[src/hdl/sgw_pkg.sv]
// Purpose: Shared constants for the sensor gateway register map
// Assumes: Holding register numbers are used directly as word addresses
// Notes:   Set-value items are 32 bits, low word at the lower address
package sgw_pkg;
	localparam int          ADDR_W        = 20;
	localparam int          UNITS         = 15;
	localparam int          SEL_W         = 4;
	// Holding register word addresses
	localparam logic [19:0] A_EXT_WORD    = 20'h61b08;
	localparam logic [19:0] A_SELECT      = 20'h61e69;
	localparam logic [19:0] A_STATUS      = 20'h61e6b;
	localparam logic [19:0] A_UNIT_RESET  = 20'h61e73;
	localparam logic [19:0] A_FACTORY     = 20'h61e75;
	localparam logic [19:0] A_DECISION    = 20'h61e89;
	localparam logic [19:0] A_PLAIN       = 20'h61e8b;
	localparam logic [19:0] A_DERIVED     = 20'h61e8d;
	localparam logic [19:0] A_PROBE       = 20'h61e8f;
	localparam logic [19:0] A_LOW_TH      = 20'h61e91;
	localparam logic [19:0] A_HIGH_TH     = 20'h61e93;
	localparam logic [19:0] A_BAND        = 20'h61e99;
	localparam logic [19:0] A_POLARITY    = 20'h61e9d;
	localparam logic [19:0] A_OUT_LEVELS  = 20'h61ea1;
	localparam logic [19:0] A_IN_LEVELS   = 20'h61ea3;
	localparam logic [19:0] A_BANK_LOAD   = 20'h61ea5;
	localparam logic [19:0] A_ONE         = 20'h00001;
	// Coil numbers of the control word bits and coil write values
	localparam logic [15:0] COIL_FIRST    = 16'h00f1;
	localparam logic [15:0] COIL_LAST     = 16'h00ff;
	localparam logic [15:0] COIL_OFF      = 16'h0000;
	localparam logic [15:0] COIL_ON       = 16'hff00;
	// Value limits
	localparam logic [3:0]  SEL_LIMIT     = 4'he;
	localparam logic [3:0]  SEL_RESET     = 4'h0;
	localparam logic [31:0] BANK_MIN      = 32'h00000001;
	localparam logic [31:0] BANK_MAX      = 32'h00000003;
	localparam logic [31:0] LEVEL_MASK    = 32'h00000007;
	localparam logic [14:0] EXT_RESET     = 15'h0000;
	// Item access kinds
	typedef enum logic [1:0] {
		SGW_K_NONE = 2'h0,
		SGW_K_RO   = 2'h1,
		SGW_K_RW   = 2'h2,
		SGW_K_WO   = 2'h3
	} sgw_kind_e;
	// Controller state machine
	typedef enum logic [2:0] {
		SGW_ST_IDLE = 3'h1,
		SGW_ST_WAIT = 3'h2,
		SGW_ST_RESP = 3'h4
	} sgw_state_e;
endpackage

[src/hdl/sgw_input_drive.sv]
// Purpose: Merge remote and physical external inputs of every controller
// Assumes: Physical inputs are asynchronous pins
// Notes:   Output is registered so glitches never reach the controllers
`timescale 1ns/1ps
module sgw_input_drive (
	// Clock and reset
	input  wire logic        mclk,
	input  wire logic        reset_n,
	input  wire logic        clk_en,
	// Sources
	input  wire logic [14:0] remote_in,
	input  wire logic [14:0] phys_in,
	// Drive to controllers
	output logic      [14:0] unit_in_drive
);
	logic [14:0] sync1_reg;
	logic [14:0] sync2_reg;
	logic [14:0] drive_reg;
	logic [14:0] sync1_next;
	logic [14:0] sync2_next;
	logic [14:0] drive_next;

	always_comb begin
		sync1_next = sync1_reg;
		sync2_next = sync2_reg;
		drive_next = drive_reg;
		if (clk_en) begin
			sync1_next = phys_in;
			sync2_next = sync1_reg;
			drive_next = remote_in | sync2_reg;
		end
	end

	always_ff @(posedge mclk) begin
		if (!reset_n) begin
			sync1_reg <= sgw_pkg::EXT_RESET;
			sync2_reg <= sgw_pkg::EXT_RESET;
			drive_reg <= sgw_pkg::EXT_RESET;
		end else begin
			sync1_reg <= sync1_next;
			sync2_reg <= sync2_next;
			drive_reg <= drive_next;
		end
	end

	assign unit_in_drive = drive_reg;
endmodule

[src/hdl/sgw_regmap.sv]
// Purpose: Register map between the host protocol engine and the controller chain
// Assumes: Protocol framing is decoded upstream into word, coil and contact requests
// Notes:   Overview of the numbered behaviour follows
// Overview of operation
// - Coil value 0000 clears, FF00 sets input
// - Contact write 0 clears, 1 sets input
// - Control word bits hold one input per unit
// - Unit input is remote OR physical level
// - Selection 0 master, 1..14 slave units
// - Selection 15+ or absent unit returns error
// - Set-value accesses go to selected unit
// - Low half at lower address, high above
// - Status error reads zero or error code
// - Initialization restores defaults; zero is refused
// - Measured values are signed, range limited
// - Derived read falls back to decision value
// - Level registers keep only bits 0..2
// - Bank load accepts only banks 1..3
// - Control word reads back remote setting
// - Coil and word share one stored bit
`timescale 1ns/1ps
module sgw_regmap (
	// Clock and reset
	input  wire logic        mclk,
	input  wire logic        reset_n,
	input  wire logic        clk_en,
	// Holding register requests
	input  wire logic        req_valid,
	output logic             req_ready,
	input  wire logic        req_write,
	input  wire logic [19:0] req_addr,
	input  wire logic [15:0] req_wdata,
	output logic             rsp_valid,
	output logic      [15:0] rsp_rdata,
	output logic             rsp_error,
	// Coil and contact writes
	input  wire logic        coil_valid,
	input  wire logic [15:0] coil_addr,
	input  wire logic [15:0] coil_value,
	input  wire logic        contact_valid,
	input  wire logic [3:0]  contact_bit,
	input  wire logic        contact_value,
	output logic             coil_done,
	output logic             coil_error,
	// Controller chain
	input  wire logic [14:0] unit_present,
	input  wire logic        derived_value_configured,
	output logic      [3:0]  unit_sel,
	output logic             unit_req,
	output logic             unit_write,
	output logic      [19:0] unit_item,
	output logic      [31:0] unit_wdata,
	input  wire logic        unit_ack,
	input  wire logic [31:0] unit_rdata,
	// External inputs
	input  wire logic [14:0] phys_in,
	output logic      [14:0] unit_in_drive
);
	sgw_pkg::sgw_state_e state_reg, state_next;
	logic [3:0]  sel_reg, sel_next;
	logic [14:0] ext_reg, ext_next;
	logic [15:0] lo_reg, lo_next;
	logic [15:0] hi_reg, hi_next;
	logic [15:0] rdata_reg, rdata_next;
	logic        err_reg, err_next;
	logic        ureq_reg, ureq_next;
	logic        uwr_reg, uwr_next;
	logic [19:0] item_reg, item_next;
	logic [31:0] uwd_reg, uwd_next;
	logic        cdone_reg, cdone_next;
	logic        cerr_reg, cerr_next;
	logic        mask_reg, mask_next;
	logic [31:0] wval;
	logic [19:0] base;
	logic [15:0] coil_idx;
	sgw_pkg::sgw_kind_e lo_kind, hi_kind;

	// Access kind of a 32-bit item by its low word address
	function automatic sgw_pkg::sgw_kind_e item_kind(input logic [19:0] a);
		if (a == sgw_pkg::A_STATUS || a == sgw_pkg::A_DECISION || a == sgw_pkg::A_PLAIN)
			item_kind = sgw_pkg::SGW_K_RO;
		else if (a == sgw_pkg::A_DERIVED || a == sgw_pkg::A_PROBE)
			item_kind = sgw_pkg::SGW_K_RO;
		else if (a == sgw_pkg::A_OUT_LEVELS || a == sgw_pkg::A_IN_LEVELS)
			item_kind = sgw_pkg::SGW_K_RO;
		else if (a == sgw_pkg::A_LOW_TH || a == sgw_pkg::A_HIGH_TH)
			item_kind = sgw_pkg::SGW_K_RW;
		else if (a == sgw_pkg::A_BAND || a == sgw_pkg::A_POLARITY)
			item_kind = sgw_pkg::SGW_K_RW;
		else if (a == sgw_pkg::A_UNIT_RESET || a == sgw_pkg::A_FACTORY || a == sgw_pkg::A_BANK_LOAD)
			item_kind = sgw_pkg::SGW_K_WO;
		else
			item_kind = sgw_pkg::SGW_K_NONE;
	endfunction

	assign base     = req_addr - sgw_pkg::A_ONE;
	assign lo_kind  = item_kind(req_addr);
	assign hi_kind  = item_kind(base);
	assign wval     = {req_wdata, lo_reg};
	assign coil_idx = coil_addr - sgw_pkg::COIL_FIRST;

	// Host request, controller access and the shared control word
	always_comb begin
		state_next = state_reg;
		sel_next   = sel_reg;
		ext_next   = ext_reg;
		lo_next    = lo_reg;
		hi_next    = hi_reg;
		rdata_next = rdata_reg;
		err_next   = err_reg;
		ureq_next  = ureq_reg;
		uwr_next   = uwr_reg;
		item_next  = item_reg;
		uwd_next   = uwd_reg;
		cdone_next = 1'b0;
		cerr_next  = cerr_reg;
		mask_next  = mask_reg;
		if (clk_en) begin
			case (state_reg)
				sgw_pkg::SGW_ST_IDLE: begin
					if (req_valid) begin
						state_next = sgw_pkg::SGW_ST_RESP;
						err_next   = 1'b0;
						rdata_next = 16'h0000;
						if (req_addr == sgw_pkg::A_EXT_WORD) begin
							if (req_write)
								ext_next = req_wdata[14:0];
							else
								rdata_next = {1'b0, ext_reg};
						end else if (req_addr == sgw_pkg::A_SELECT) begin
							if (!req_write)
								rdata_next = {12'h000, sel_reg};
							else if (req_wdata > {12'h000, sgw_pkg::SEL_LIMIT})
								err_next = 1'b1;
							else if (!unit_present[req_wdata[3:0]])
								err_next = 1'b1;
							else
								sel_next = req_wdata[3:0];
						end else if (!unit_present[sel_reg] &&
							(lo_kind != sgw_pkg::SGW_K_NONE || hi_kind != sgw_pkg::SGW_K_NONE)) begin
							err_next = 1'b1;
						end else if (!req_write && (lo_kind == sgw_pkg::SGW_K_RO || lo_kind == sgw_pkg::SGW_K_RW)) begin
							// Low word read fetches the whole item; high half waits in hi_reg, zeroed for level items
							state_next = sgw_pkg::SGW_ST_WAIT;
							ureq_next  = 1'b1;
							uwr_next   = 1'b0;
							item_next  = req_addr;
							mask_next  = (req_addr == sgw_pkg::A_OUT_LEVELS) || (req_addr == sgw_pkg::A_IN_LEVELS);
							if (req_addr == sgw_pkg::A_DERIVED && !derived_value_configured)
								item_next = sgw_pkg::A_DECISION;
						end else if (!req_write && (hi_kind == sgw_pkg::SGW_K_RO || hi_kind == sgw_pkg::SGW_K_RW)) begin
							rdata_next = hi_reg;
						end else if (req_write && (lo_kind == sgw_pkg::SGW_K_WO || lo_kind == sgw_pkg::SGW_K_RW)) begin
							lo_next = req_wdata;
						end else if (req_write && (hi_kind == sgw_pkg::SGW_K_WO || hi_kind == sgw_pkg::SGW_K_RW)) begin
							if (base == sgw_pkg::A_FACTORY && wval == 32'h00000000)
								err_next = 1'b1;
							else if (base == sgw_pkg::A_BANK_LOAD &&
								(wval < sgw_pkg::BANK_MIN || wval > sgw_pkg::BANK_MAX))
								err_next = 1'b1;
							else begin
								state_next = sgw_pkg::SGW_ST_WAIT;
								ureq_next  = 1'b1;
								uwr_next   = 1'b1;
								item_next  = base;
								uwd_next   = wval;
							end
						end else begin
							// Unmapped, reserved or wrong-direction access
							err_next = 1'b1;
						end
					end
				end
				sgw_pkg::SGW_ST_WAIT: begin
					// No timeout: a selected unit that is present must answer
					if (unit_ack) begin
						ureq_next  = 1'b0;
						state_next = sgw_pkg::SGW_ST_RESP;
						if (!uwr_reg) begin
							if (mask_reg) begin
								rdata_next = unit_rdata[15:0] & sgw_pkg::LEVEL_MASK[15:0];
								hi_next    = 16'h0000;
							end else begin
								rdata_next = unit_rdata[15:0];
								hi_next    = unit_rdata[31:16];
							end
						end
					end
				end
				sgw_pkg::SGW_ST_RESP: begin
					state_next = sgw_pkg::SGW_ST_IDLE;
				end
				default: begin
					state_next = sgw_pkg::SGW_ST_IDLE;
				end
			endcase
			// Bit access wins over a same-cycle word write, being the later intent
			if (coil_valid) begin
				cdone_next = 1'b1;
				cerr_next  = 1'b0;
				if (coil_addr < sgw_pkg::COIL_FIRST || coil_addr > sgw_pkg::COIL_LAST)
					cerr_next = 1'b1;
				else if (coil_value == sgw_pkg::COIL_OFF)
					ext_next[coil_idx[3:0]] = 1'b0;
				else if (coil_value == sgw_pkg::COIL_ON)
					ext_next[coil_idx[3:0]] = 1'b1;
				else
					cerr_next = 1'b1;
			end else if (contact_valid) begin
				cdone_next = 1'b1;
				cerr_next  = (contact_bit == 4'hf);
				if (contact_bit != 4'hf)
					ext_next[contact_bit] = contact_value;
			end
		end
	end

	always_ff @(posedge mclk) begin
		if (!reset_n) begin
			state_reg <= sgw_pkg::SGW_ST_IDLE;
			sel_reg   <= sgw_pkg::SEL_RESET;
			ext_reg   <= sgw_pkg::EXT_RESET;
			lo_reg    <= 16'h0000;
			hi_reg    <= 16'h0000;
			rdata_reg <= 16'h0000;
			err_reg   <= 1'b0;
			ureq_reg  <= 1'b0;
			uwr_reg   <= 1'b0;
			item_reg  <= 20'h00000;
			uwd_reg   <= 32'h00000000;
			cdone_reg <= 1'b0;
			cerr_reg  <= 1'b0;
			mask_reg  <= 1'b0;
		end else begin
			state_reg <= state_next;
			sel_reg   <= sel_next;
			ext_reg   <= ext_next;
			lo_reg    <= lo_next;
			hi_reg    <= hi_next;
			rdata_reg <= rdata_next;
			err_reg   <= err_next;
			ureq_reg  <= ureq_next;
			uwr_reg   <= uwr_next;
			item_reg  <= item_next;
			uwd_reg   <= uwd_next;
			cdone_reg <= cdone_next;
			cerr_reg  <= cerr_next;
			mask_reg  <= mask_next;
		end
	end

	assign req_ready  = (state_reg == sgw_pkg::SGW_ST_IDLE);
	assign rsp_valid  = (state_reg == sgw_pkg::SGW_ST_RESP);
	assign rsp_rdata  = rdata_reg;
	assign rsp_error  = err_reg;
	assign coil_done  = cdone_reg;
	assign coil_error = cerr_reg;
	assign unit_sel   = sel_reg;
	assign unit_req   = ureq_reg;
	assign unit_write = uwr_reg;
	assign unit_item  = item_reg;
	assign unit_wdata = uwd_reg;

	sgw_input_drive u_drive (
		.mclk          (mclk),
		.reset_n       (reset_n),
		.clk_en        (clk_en),
		.remote_in     (ext_reg),
		.phys_in       (phys_in),
		.unit_in_drive (unit_in_drive)
	);
endmodule

[config.mk]
export PLATFORM = sky130hd
export DESIGN_NAME = sgw_regmap
export DESIGN_NICKNAME = d
export VERILOG_FILES = /design/src/hdl/sgw_pkg.sv /design/src/hdl/sgw_input_drive.sv /design/src/hdl/sgw_regmap.sv
export SDC_FILE = /design/constraint.sdc
export NUM_CORES = 1
export LEC_CHECK = 0
export BUFFER_PORTS_ARGS = -buffer_cell sky130_fd_sc_hd__buf_2
export CELL_PAD_IN_SITES_DETAIL_PLACEMENT = 1
export CELL_PAD_IN_SITES_GLOBAL_PLACEMENT = 1
export CORE_MARGIN = 4
export CORE_UTILIZATION = 40
export CTS_BUF_LIST = sky130_fd_sc_hd__clkbuf_16
export DETAILED_ROUTE_END_ITERATION = 8
export GPL_TIMING_DRIVEN = 0
export PLACE_DENSITY = 0.9
export SYNTH_ARGS = -nofsm -noshare
export SYNTH_HDL_FRONTEND = slang
export SYNTH_HIERARCHICAL = 1
export SYNTH_SLANG_ARGS = --single-unit
[constraint.sdc]
create_clock -name mclk -period 9.35 [get_ports mclk]
set_clock_uncertainty 0.15 [all_clocks]
set_input_delay 0.4675 -clock mclk [delete_from_list [all_inputs] [get_ports mclk]]
set_output_delay 0.4675 -clock mclk [all_outputs]
set_load 0.01 [all_outputs]
==> run_results.csv, run 1 <==
group,metric,value,unit
routing,antenna_left,0,
pwr,clockPowerShare,0.421,
finish,drive_gt1_frac,0.213,
finish,largest_reg_flops,32,
pwr,powerDensity,153,nW/um^2
pwr,p_leak,4.61,nW
pwr,p_switching,0.537,mW
global_routing,antenna_found_initial,1,
critical_path,crit_path_max_fanout,10,
yosys,syn_nets,1336,
timing,period_share,0.578,
finish,utilization,0.499,
yosys,synth_area_per_cell,8.14,sq um
cts,clk_latency,0.45,ns
cts,ctsResizeCount,0,
routing,drc,0,
timing,drv_slew,0,
routing,dr.pass1.iters,7,
finish,nets,1579,
cts,clk_path_buf_depth,2,
placement,place_area,11100,sq um
yosys,synth_top_area_cell,"dfxtp_1",
die,rows,56,
critical_path,arrival,5.64,ns
global_routing,grt_max_degree,18,
placement,place_ws,3.75,ns
yosys,netlist_top_cells_area,"dfxtp_1, mux2i_1, o21ai_0",
critical_path,crit_start,"req_addr[1]",
critical_path,timing.rr.end,"unit_write$_SDFFE_PN0P_",
critical_path,start_kind,"input pin",
global_routing,grt_use_total,0.294,
global_routing,overflow,0,
timing,tightest_slew,1.21,ns
timing,finalHoldViolations,0,
cts,h-tree-depth,4,
cts,worst_setup_hold_path_clk_slew,0.07,ns
global_routing,grt_pass1_vias,11200,
yosys,syn_area,9620,sq um
hold_path,hold_class,"input pin to flop",
cts,cts.sinks,173,
cts,cts_made_buffers,17,
pwr,swShare,0.299,
routing,routed_via_density,5.96,
timing,setup_viol,0,
pwr,internal_power,1.26,mW
cts,cts_tree,"built",
critical_path,crit_end,"rsp_rdata[13]$_SDFFE_PN0P_",
placement,port_buffers,224,
run,max_cap_viol_count,0,
routing,wire_per_inst,22.7,microns
finish,multi_input_area,5620,sq um
yosys,synth-seq-area-share,0.360,
yosys,synth_most_common_cell,"dfxtp_1",
cts,ctsHoldBuffers,0,
finish,seq_area,3460,sq um
finish,diodes,0,
placement,place_congestion,0.945,
finish,final_area,11700,sq um
critical_path,reg2reg_from,"state_reg[0]$_SDFFE_PN1P_",
yosys,synth_common_cells,"dfxtp_1, nor2_1, o21ai_0",
critical_path,r2r_cells,10,
yosys,synth_cell_types,70,
yosys,synth_edf_count,0,
pwr,ir_worst_vdd,0.121,mV
die,fp.dieH,163,microns
yosys,synthCells,1182,
finish,synthToLayoutAreaGrowth,22.2,%
routing,first_iter_violations,696,
timing,fin_ws,3.94,ns
timing,slew-limit-headroom,0.184,
routing,vias,10500,
yosys,yosys_warnings,6,
die,die_width,163,microns
critical_path,rrSetupSlack,5.48,ns
timing,hold_ws,0.106,ns
die,core_area,23500,sq um
placement,place_hpwl,30.3,mm
cts,post_cts_buffers,0,
die,die-area,26600,sq um
timing,tns,0,ns
yosys,synth_top_area_frac,0.360,
yosys,synthFlopType,"dfxtp_1",
global_routing,grt_pass1_wl,61.4,mm
timing,rsz0062_at_grt,"false",
routing,drt_wl_total,39.8,mm
cts,ctsRootBufferMaster,"clkbuf_16",
critical_path,crit_required,9.58,ns
die,start_util,0.408,
finish,fillers,3007,
pwr,pwr-share-seq,0.434,
timing,finalCriticalPeriod,5.41,ns
timing,max_clock_freq,185,MHz
run_status,status,"complete, no violations",
die,io_pins,238,
critical_path,cp-end-kind,"flop",
critical_path,critPathKind,"input pin to flop",
pwr,combPwrFrac,0.145,
yosys,async_flop_share,0,
yosys,synth-seq-cells,173,
## cells in the final DEF, fill, tap and decap left out, types with 5 or more instances in the layout
cell and n:
mux4_2 7, or3b_2 5, nor3b_1 7, a21oi_1 70, nor3_1 38, mux2i_1 91, buf_1 5, buf_2 235
dfxtp_1 173, xor2_1 7, a31oi_1 6, a221oi_1 9, and2_1 5, nand2b_1 10, nand3b_1 10, nor2_1 123
xnor2_1 8, nor2b_1 40, o22ai_1 5, a22oi_1 21, a211oi_1 17, a32oi_1 17, o21ai_0 119, or4_1 7
clkbuf_1 74, nor4_1 18, a21boi_0 5, nand4_1 11, nand3_1 50, inv_1 12, nand2_1 109, o31ai_1 5
clkbuf_16 17, ha_1 10
## power groups by stage
stage / Clock (mW) / Sequential [mW] / Combinational [mW]
3_3_place_gp: 0 / 0.796 / 0.246
3_5_place_dp: 0 / 0.797 / 0.255
2_1_floorplan: 0 / 0.795 / 0.139
5_1_grt: 0.790 / 0.782 / 0.283
4_1_cts: 0.759 / 0.780 / 0.257
6_report: 0.756 / 0.780 / 0.260
## worst max-delay path: stages
cell	delay, ns
buf_2	0.16
inv_1	0.14
ha_1	0.28
nor3b_2	0.39
clkbuf_1	0.44
mux2i_1	0.14
a32o_1	0.30
a32o_1	0.26
o31ai_1	0.49
ha_1	0.23
nand2_1	0.07
nand2_1	0.07
a211oi_1	0.04
nor3_1	0.46
nand2b_1	0.19
nor3_1	0.64
clkbuf_1	0.47
a221oi_1	0.20
nor2_1	0.19
## worst min path at each step
| stage | end | from | cells past startpoint |
|---|---|---|---|
| after CTS | hi_reg[11]$_SDFFE_PN0P_ | unit_rdata[27] | 3 |
| after global routing | hi_reg[11]$_SDFFE_PN0P_ | unit_rdata[27] | 3 |
| after floorplan | rsp_rdata[4]$_SDFFE_PN0P_ | hi_reg[4]$_SDFFE_PN0P_ | 2 |
| final | hi_reg[11]$_SDFFE_PN0P_ | unit_rdata[27] | 3 |
| after detailed placement | unit_item[11]$_SDFFE_PN0P_ | unit_item[11]$_SDFFE_PN0P_ | 2 |
| after global placement | unit_item[8]$_SDFFE_PN0P_ | unit_item[8]$_SDFFE_PN0P_ | 2 |
## kinds of logic after synthesis
logic type | share of synthesized area
simple gates | 0.246
buf+inv | 0.0553
fa+ha+maj | 0.0130
compound gates | 0.199
flops | 0.360
mux | 0.112
xor+xnor | 0.0137
## per-stage QoR
stage	total power [mW]	instances
6_report	1.80	1757
5_1_grt	1.86	1757
4_1_cts	1.80	1757
3_5_place_dp	1.05	1725
3_3_place_gp	1.04	1725
2_1_floorplan	0.934	1182
## layout make-up
class,instances,share of cell area
multi-input cells,896,0.479
repair buffers,224,0.0954
flip-flops and latches,173,0.295
clock buffers,17,0.0362
well taps,319,0.0340
inverters,12,0.00383
plain buffers,101,0.0414
clock inverters,15,0.0158
## routing by layer
layer,part of all wire,up-vias,global-route usage
li1,-,4767,-
met1,0.39,5105,0.353
met5,0.00033,-,0
met3,0.070,131,0.0616
met2,0.49,466,0.503
met4,0.044,2,0.135
Power figures use the tool's default switching activity.
==> run 2, diff against run 1 <==
--- a/config.mk
+++ b/config.mk
@@ -9,11 +9,11 @@
 export CELL_PAD_IN_SITES_DETAIL_PLACEMENT = 1
 export CELL_PAD_IN_SITES_GLOBAL_PLACEMENT = 1
 export CORE_MARGIN = 4
-export CORE_UTILIZATION = 40
+export CORE_UTILIZATION = 36
 export CTS_BUF_LIST = sky130_fd_sc_hd__clkbuf_16
 export DETAILED_ROUTE_END_ITERATION = 8
 export GPL_TIMING_DRIVEN = 0
-export PLACE_DENSITY = 0.9
+export PLACE_DENSITY = 0.86
 export SYNTH_ARGS = -nofsm -noshare
 export SYNTH_HDL_FRONTEND = slang
 export SYNTH_HIERARCHICAL = 1
==> constraint.sdc (replaced) <==
create_clock -name mclk -period 4.37 [get_ports mclk]
set_clock_uncertainty 0.15 [all_clocks]
set_input_delay 0.2185 -clock mclk [delete_from_list [all_inputs] [get_ports mclk]]
set_output_delay 0.2185 -clock mclk [all_outputs]
set_load 0.01 [all_outputs]
==> run_results.csv, run 2 (synthesis gave the netlist of run 1 again) <==
group,metric,value,unit
die,start_util,0.367,
global_routing,overflow,0,
cts,cts_tree,"built",
timing,setup_viol,1,
critical_path,crit_path_max_fanout,10,
global_routing,grt_pass1_vias,11300,
timing,hold_ws,0.00288,ns
finish,multi_input_area,5720,sq um
cts,clk_path_buf_depth,2,
finish,layout_common_cells,"buf_2, dfxtp_1, nor2_1",
die,fp.dieH,171,microns
routing,drc,0,
die,die_width,171,microns
run,max_cap_viol_count,0,
timing,tns,-0.0144,ns
finish,nets,1649,
finish,synthToLayoutAreaGrowth,31.1,%
critical_path,cp-end-kind,"flop",
routing,antenna_left,0,
timing,tightest_slew,1.26,ns
global_routing,grt_use_total,0.270,
critical_path,arrival,4.60,ns
critical_path,start_kind,"input pin",
finish,utilization,0.481,
finish,seq_area,3460,sq um
die,core_area,26200,sq um
timing,slew-limit-headroom,0.156,
run_status,violations,"setup timing",
run_status,status,"complete, but fails checks",
timing,finalCriticalPeriod,4.38,ns
finish,final_common_cell,"buf_2",
critical_path,critPathKind,"input pin to flop",
cts,clk_latency,0.46,ns
placement,port_buffers,224,
routing,wl_met1,16.5,mm
die,die-area,29400,sq um
routing,routed_via_density,5.95,
finish,fillers,3209,
pwr,ir_worst_vdd,0.187,mV
cts,cts.sinks,173,
cts,h-tree-depth,4,
routing,drt_wl_total,42.2,mm
global_routing,antenna_found_initial,2,
timing,drv_slew,0,
timing,fin_ws,-0.0144,ns
routing,first_iter_violations,879,
routing,maxUsedRoutingLayer,"met4",
timing,period_share,1.00,
critical_path,crit_required,4.58,ns
routing,vias,11000,
placement,place_ws,-0.961,ns
timing,finalHoldViolations,0,
die,rows,59,
routing,route.met2.wl,21.5,mm
hold_path,hold_class,"input pin to flop",
routing,met3_length,2.26,mm
finish,drive_gt1_frac,0.221,
cts,ctsRootBufferMaster,"clkbuf_16",
global_routing,grt_pass1_wl,62.7,mm
finish,largest_reg_flops,32,
pwr,total_power,3.94,mW
placement,place_hpwl,29.3,mm
global_routing,grt_max_degree,23,
die,io_pins,238,
cts,cts_made_buffers,17,
pwr,powerDensity,312,nW/um^2
cts,worst_setup_hold_path_clk_slew,0.09,ns
routing,dr.pass1.iters,6,
timing,max_clock_freq,228,MHz
placement,place_congestion,0.956,
routing,wire_per_inst,22.9,microns
pwr,p_leak,4.97,nW
-- run 2: routing by layer --
layer,GRT usage,vias to the layer above
met5,0,-
met4,0.130,0
met3,0.0444,144
met2,0.485,477
met1,0.312,5424
li1,-,4931
-- run 2: where the power goes --
| part | internal, mW | leakage (nW) | switching (mW) |
|---|---|---|---|
| Sequential | 1.63 | 1.41 | 0.0488 |
| Combinational | 0.243 | 3.26 | 0.369 |
| Clock | 0.800 | 0.306 | 0.847 |
-- run 2: what timing repair did --
action / 4_1_cts / 5_1_grt
endpoints found under the hold margin: 70 / 0
resized for setup: 12 / 27
setup endpoints to repair: 86 / 80
pin swaps: 2 / 3
hold buffers: 64 / 0
setup buffers: 4 / 3
-- run 2: worst paths after layout --
| path | slack [ns] | cells past startpoint | to | from |
|---|---|---|---|---|
| hold / removal | 0.003 | 3 | coil_done$_SDFF_PN0_ | contact_valid |
| setup / recovery | -0.01 | 21 | unit_item[9]$_SDFFE_PN0P_ | req_addr[0] |
| setup reg to reg | 0.53 | 11 | lo_reg[10]$_SDFFE_PN0P_ | state_reg[0]$_SDFFE_PN1P_ |
| hold reg to reg | 0.32 | 2 | unit_item[17]$_SDFFE_PN0P_ | unit_item[17]$_SDFFE_PN0P_ |
-- run 2: stage by stage --
step	instances	instance area, sq um
floorplan	1182	9620
global placement	1741	11200
detailed placement	1741	11200
CTS	1840	12500
global route	1845	12600
finish	1845	12600
-- run 2: cell type report --
cell class,count,share of cell area
Sequential cell,173,0.275
Timing Repair Buffer,295,0.144
Clock buffer,17,0.0337
Antenna cell,2,0.000397
Tap cell,335,0.0333
Buffer,100,0.0398
Inverter,12,0.00357
Clock inverter,15,0.0172
Multi-Input combinational cell,896,0.453
-- run 2: worst max-delay path: stages --
cell	delay, ns
buf_2	0.17
inv_1	0.16
ha_4	0.19
nor3b_4	0.32
buf_4	0.18
nand2_1	0.08
or4_1	0.51
a22o_1	0.28
a2111oi_4	0.33
buf_4	0.21
buf_4	0.12
nand2_1	0.05
ha_1	0.18
nand2_1	0.09
nand2_1	0.09
a211oi_2	0.29
nor3_4	0.10
and2_2	0.27
a31oi_4	0.26
buf_6	0.22
mux2i_2	0.27
==> run 3, diff against run 2 <==
--- a/config.mk
+++ b/config.mk
@@ -9,11 +9,11 @@
 export CELL_PAD_IN_SITES_DETAIL_PLACEMENT = 1
 export CELL_PAD_IN_SITES_GLOBAL_PLACEMENT = 1
 export CORE_MARGIN = 4
-export CORE_UTILIZATION = 36
+export CORE_UTILIZATION = 39
 export CTS_BUF_LIST = sky130_fd_sc_hd__clkbuf_16
 export DETAILED_ROUTE_END_ITERATION = 8
 export GPL_TIMING_DRIVEN = 0
-export PLACE_DENSITY = 0.86
+export PLACE_DENSITY = 0.88
 export SYNTH_ARGS = -nofsm -noshare
 export SYNTH_HDL_FRONTEND = slang
 export SYNTH_HIERARCHICAL = 1
==> constraint.sdc (replaced) <==
create_clock -name mclk -period 4.6 [get_ports mclk]
set_clock_uncertainty 0.15 [all_clocks]
set_input_delay 0.23 -clock mclk [delete_from_list [all_inputs] [get_ports mclk]]
set_output_delay 0.23 -clock mclk [all_outputs]
set_load 0.01 [all_outputs]
==> run_results.csv, run 3 (synthesis gave the netlist of run 1 again) <==
group,metric,value,unit
global_routing,overflow,0,
placement,dp_cells,1730,
routing,wire_per_inst,23.2,microns
critical_path,r2r_cells,11,
finish,fillers,2976,
cts,ctsRootBufferMaster,"clkbuf_16",
finish,nets,1641,
die,rows,57,
timing,finalCriticalPeriod,4.54,ns
global_routing,grt_max_degree,21,
timing,tightest_slew,1.25,ns
cts,h-tree-depth,4,
finish,synthToLayoutAreaGrowth,29.7,%
timing,hold_ws,0.00549,ns
timing,tns,0,ns
timing,setup_viol,0,
run,max_cap_viol_count,0,
timing,slew-limit-headroom,0.167,
cts,cts.sinks,173,
pwr,ir_worst_vdd,0.227,mV
routing,antenna_left,0,
finish,final_common_cell,"buf_2",
placement,place_hpwl,29.1,mm
die,die-area,27200,sq um
pwr,powerDensity,300,nW/um^2
run_status,status,"complete, no violations",
hold_path,holdPathStages,5,
routing,drt_wl_total,42.5,mm
cts,clk_path_buf_depth,2,
hold_path,hold_class,"input pin to flop",
die,start_util,0.395,
critical_path,cp-end-kind,"flop",
routing,first_iter_violations,826,
die,die_width,165,microns
finish,layout_common_cells,"buf_2, dfxtp_1, nor2_1",
cts,cts_made_buffers,17,
placement,place_congestion,0.944,
finish,largest_reg_flops,32,
cts,cts_tree,"built",
global_routing,grt_pass1_vias,11400,
routing,routed_via_density,5.95,
die,fp.dieH,165,microns
critical_path,arrival,4.70,ns
critical_path,start_kind,"input pin",
global_routing,grt_use_total,0.302,
global_routing,grt_pass1_wl,64.1,mm
placement,port_buffers,224,
global_routing,antenna_found_initial,5,
finish,drive_gt1_frac,0.218,
timing,period_share,0.987,
timing,max_clock_freq,220,MHz
cts,clk_latency,0.44,ns
timing,finalHoldViolations,0,
critical_path,crit_required,4.76,ns
die,core_area,24300,sq um
critical_path,crit_path_max_fanout,10,
critical_path,critPathKind,"input pin to flop",
pwr,p_leak,4.92,nW
timing,drv_slew,0,
finish,fin_cells,1829,
cts,worst_setup_hold_path_clk_slew,0.08,ns
routing,drc,0,
routing,dr.pass1.iters,5,
routing,vias,10900,
die,io_pins,238,
-- run 3: cell types whose count changed in the layout (fill, tap and decap cells not counted), sizes merged --
cell,delta
clkbuf,+2
buf,-5
clkinv,-3
bufinv,+1
diode,+3
dlygate4sd3,-5
inv,+2
-- run 3: routing by layer --
metal  routed length (microns)  up-vias  track usage
met3                      2800      135       0.0559
met5                        11        -            0
met4                      1810        2        0.141
met2                     20800      509        0.517
li1                          -     4906            -
met1                     17100     5322        0.365
-- run 3: repair_timing --
action	in CTS	in global routing
hold buffers	59	0
pin swaps	1	2
resized for setup	4	20
setup endpoints to repair	76	77
buffers inserted	3	1
hold endpoints to repair	61	0
-- run 3: where the power goes --
group / total [mW] / leakage, nW / internal [mW] / switching (mW)
registers: 1.59 / 1.41 / 1.55 / 0.0448
clock network: 1.57 / 0.306 / 0.797 / 0.769
logic: 0.582 / 3.21 / 0.226 / 0.356
-- run 3: path summary, 6_finish.rpt --
kind	startpoint	endpoint	slack, ns
worst min register to register	unit_item[13]$_SDFFE_PN0P_	unit_item[13]$_SDFFE_PN0P_	0.31
worst min-delay path	unit_rdata[10]	rsp_rdata[10]$_SDFFE_PN0P_	0.005
worst max-delay path	req_addr[1]	lo_reg[11]$_SDFFE_PN0P_	0.06
worst max register to register	state_reg[2]$_SDFFE_PN0P_	lo_reg[11]$_SDFFE_PN0P_	0.69
-- run 3: critical path: stages --
cell and delay [ns]:
buf_2 0.16, inv_1 0.15, ha_1 0.30, nor3b_4 0.34
nand3_1 0.20, or3_4 0.43, or3_4 0.39, a2111oi_4 0.46
buf_4 0.20, nand2_1 0.06, ha_1 0.18, nand2_1 0.08
nand2_1 0.07, a211oi_2 0.33, nor3_4 0.10, nand2_2 0.20
nor3b_2 0.08, buf_2 0.21, buf_4 0.22, mux2i_1 0.18
nor2_1 0.08
-- run 3: layout make-up --
cell class | instances | area [sq um] | area share
Tap cell | 324 | 405 | 0.0325
Antenna cell | 5 | 12.5 | 0.00100
Inverter | 12 | 45.0 | 0.00361
Sequential cell | 173 | 3460 | 0.278
Multi-Input combinational cell | 896 | 5680 | 0.455
Clock inverter | 15 | 205 | 0.0165
Buffer | 100 | 492 | 0.0394
Timing Repair Buffer | 287 | 1740 | 0.140
Clock buffer | 17 | 425 | 0.0341
-- run 3: per-stage QoR --
stage,instance area [sq um],utilization,power [mW],setup slack [ns]
floorplan,9620,-,1.90,0.419
global placement,11100,0.458,2.12,-0.635
detailed placement,11100,0.458,2.13,-0.755
CTS,12400,0.510,3.71,0.0167
global route,12500,0.513,3.85,-0.112
finish,12500,0.513,3.74,0.0620
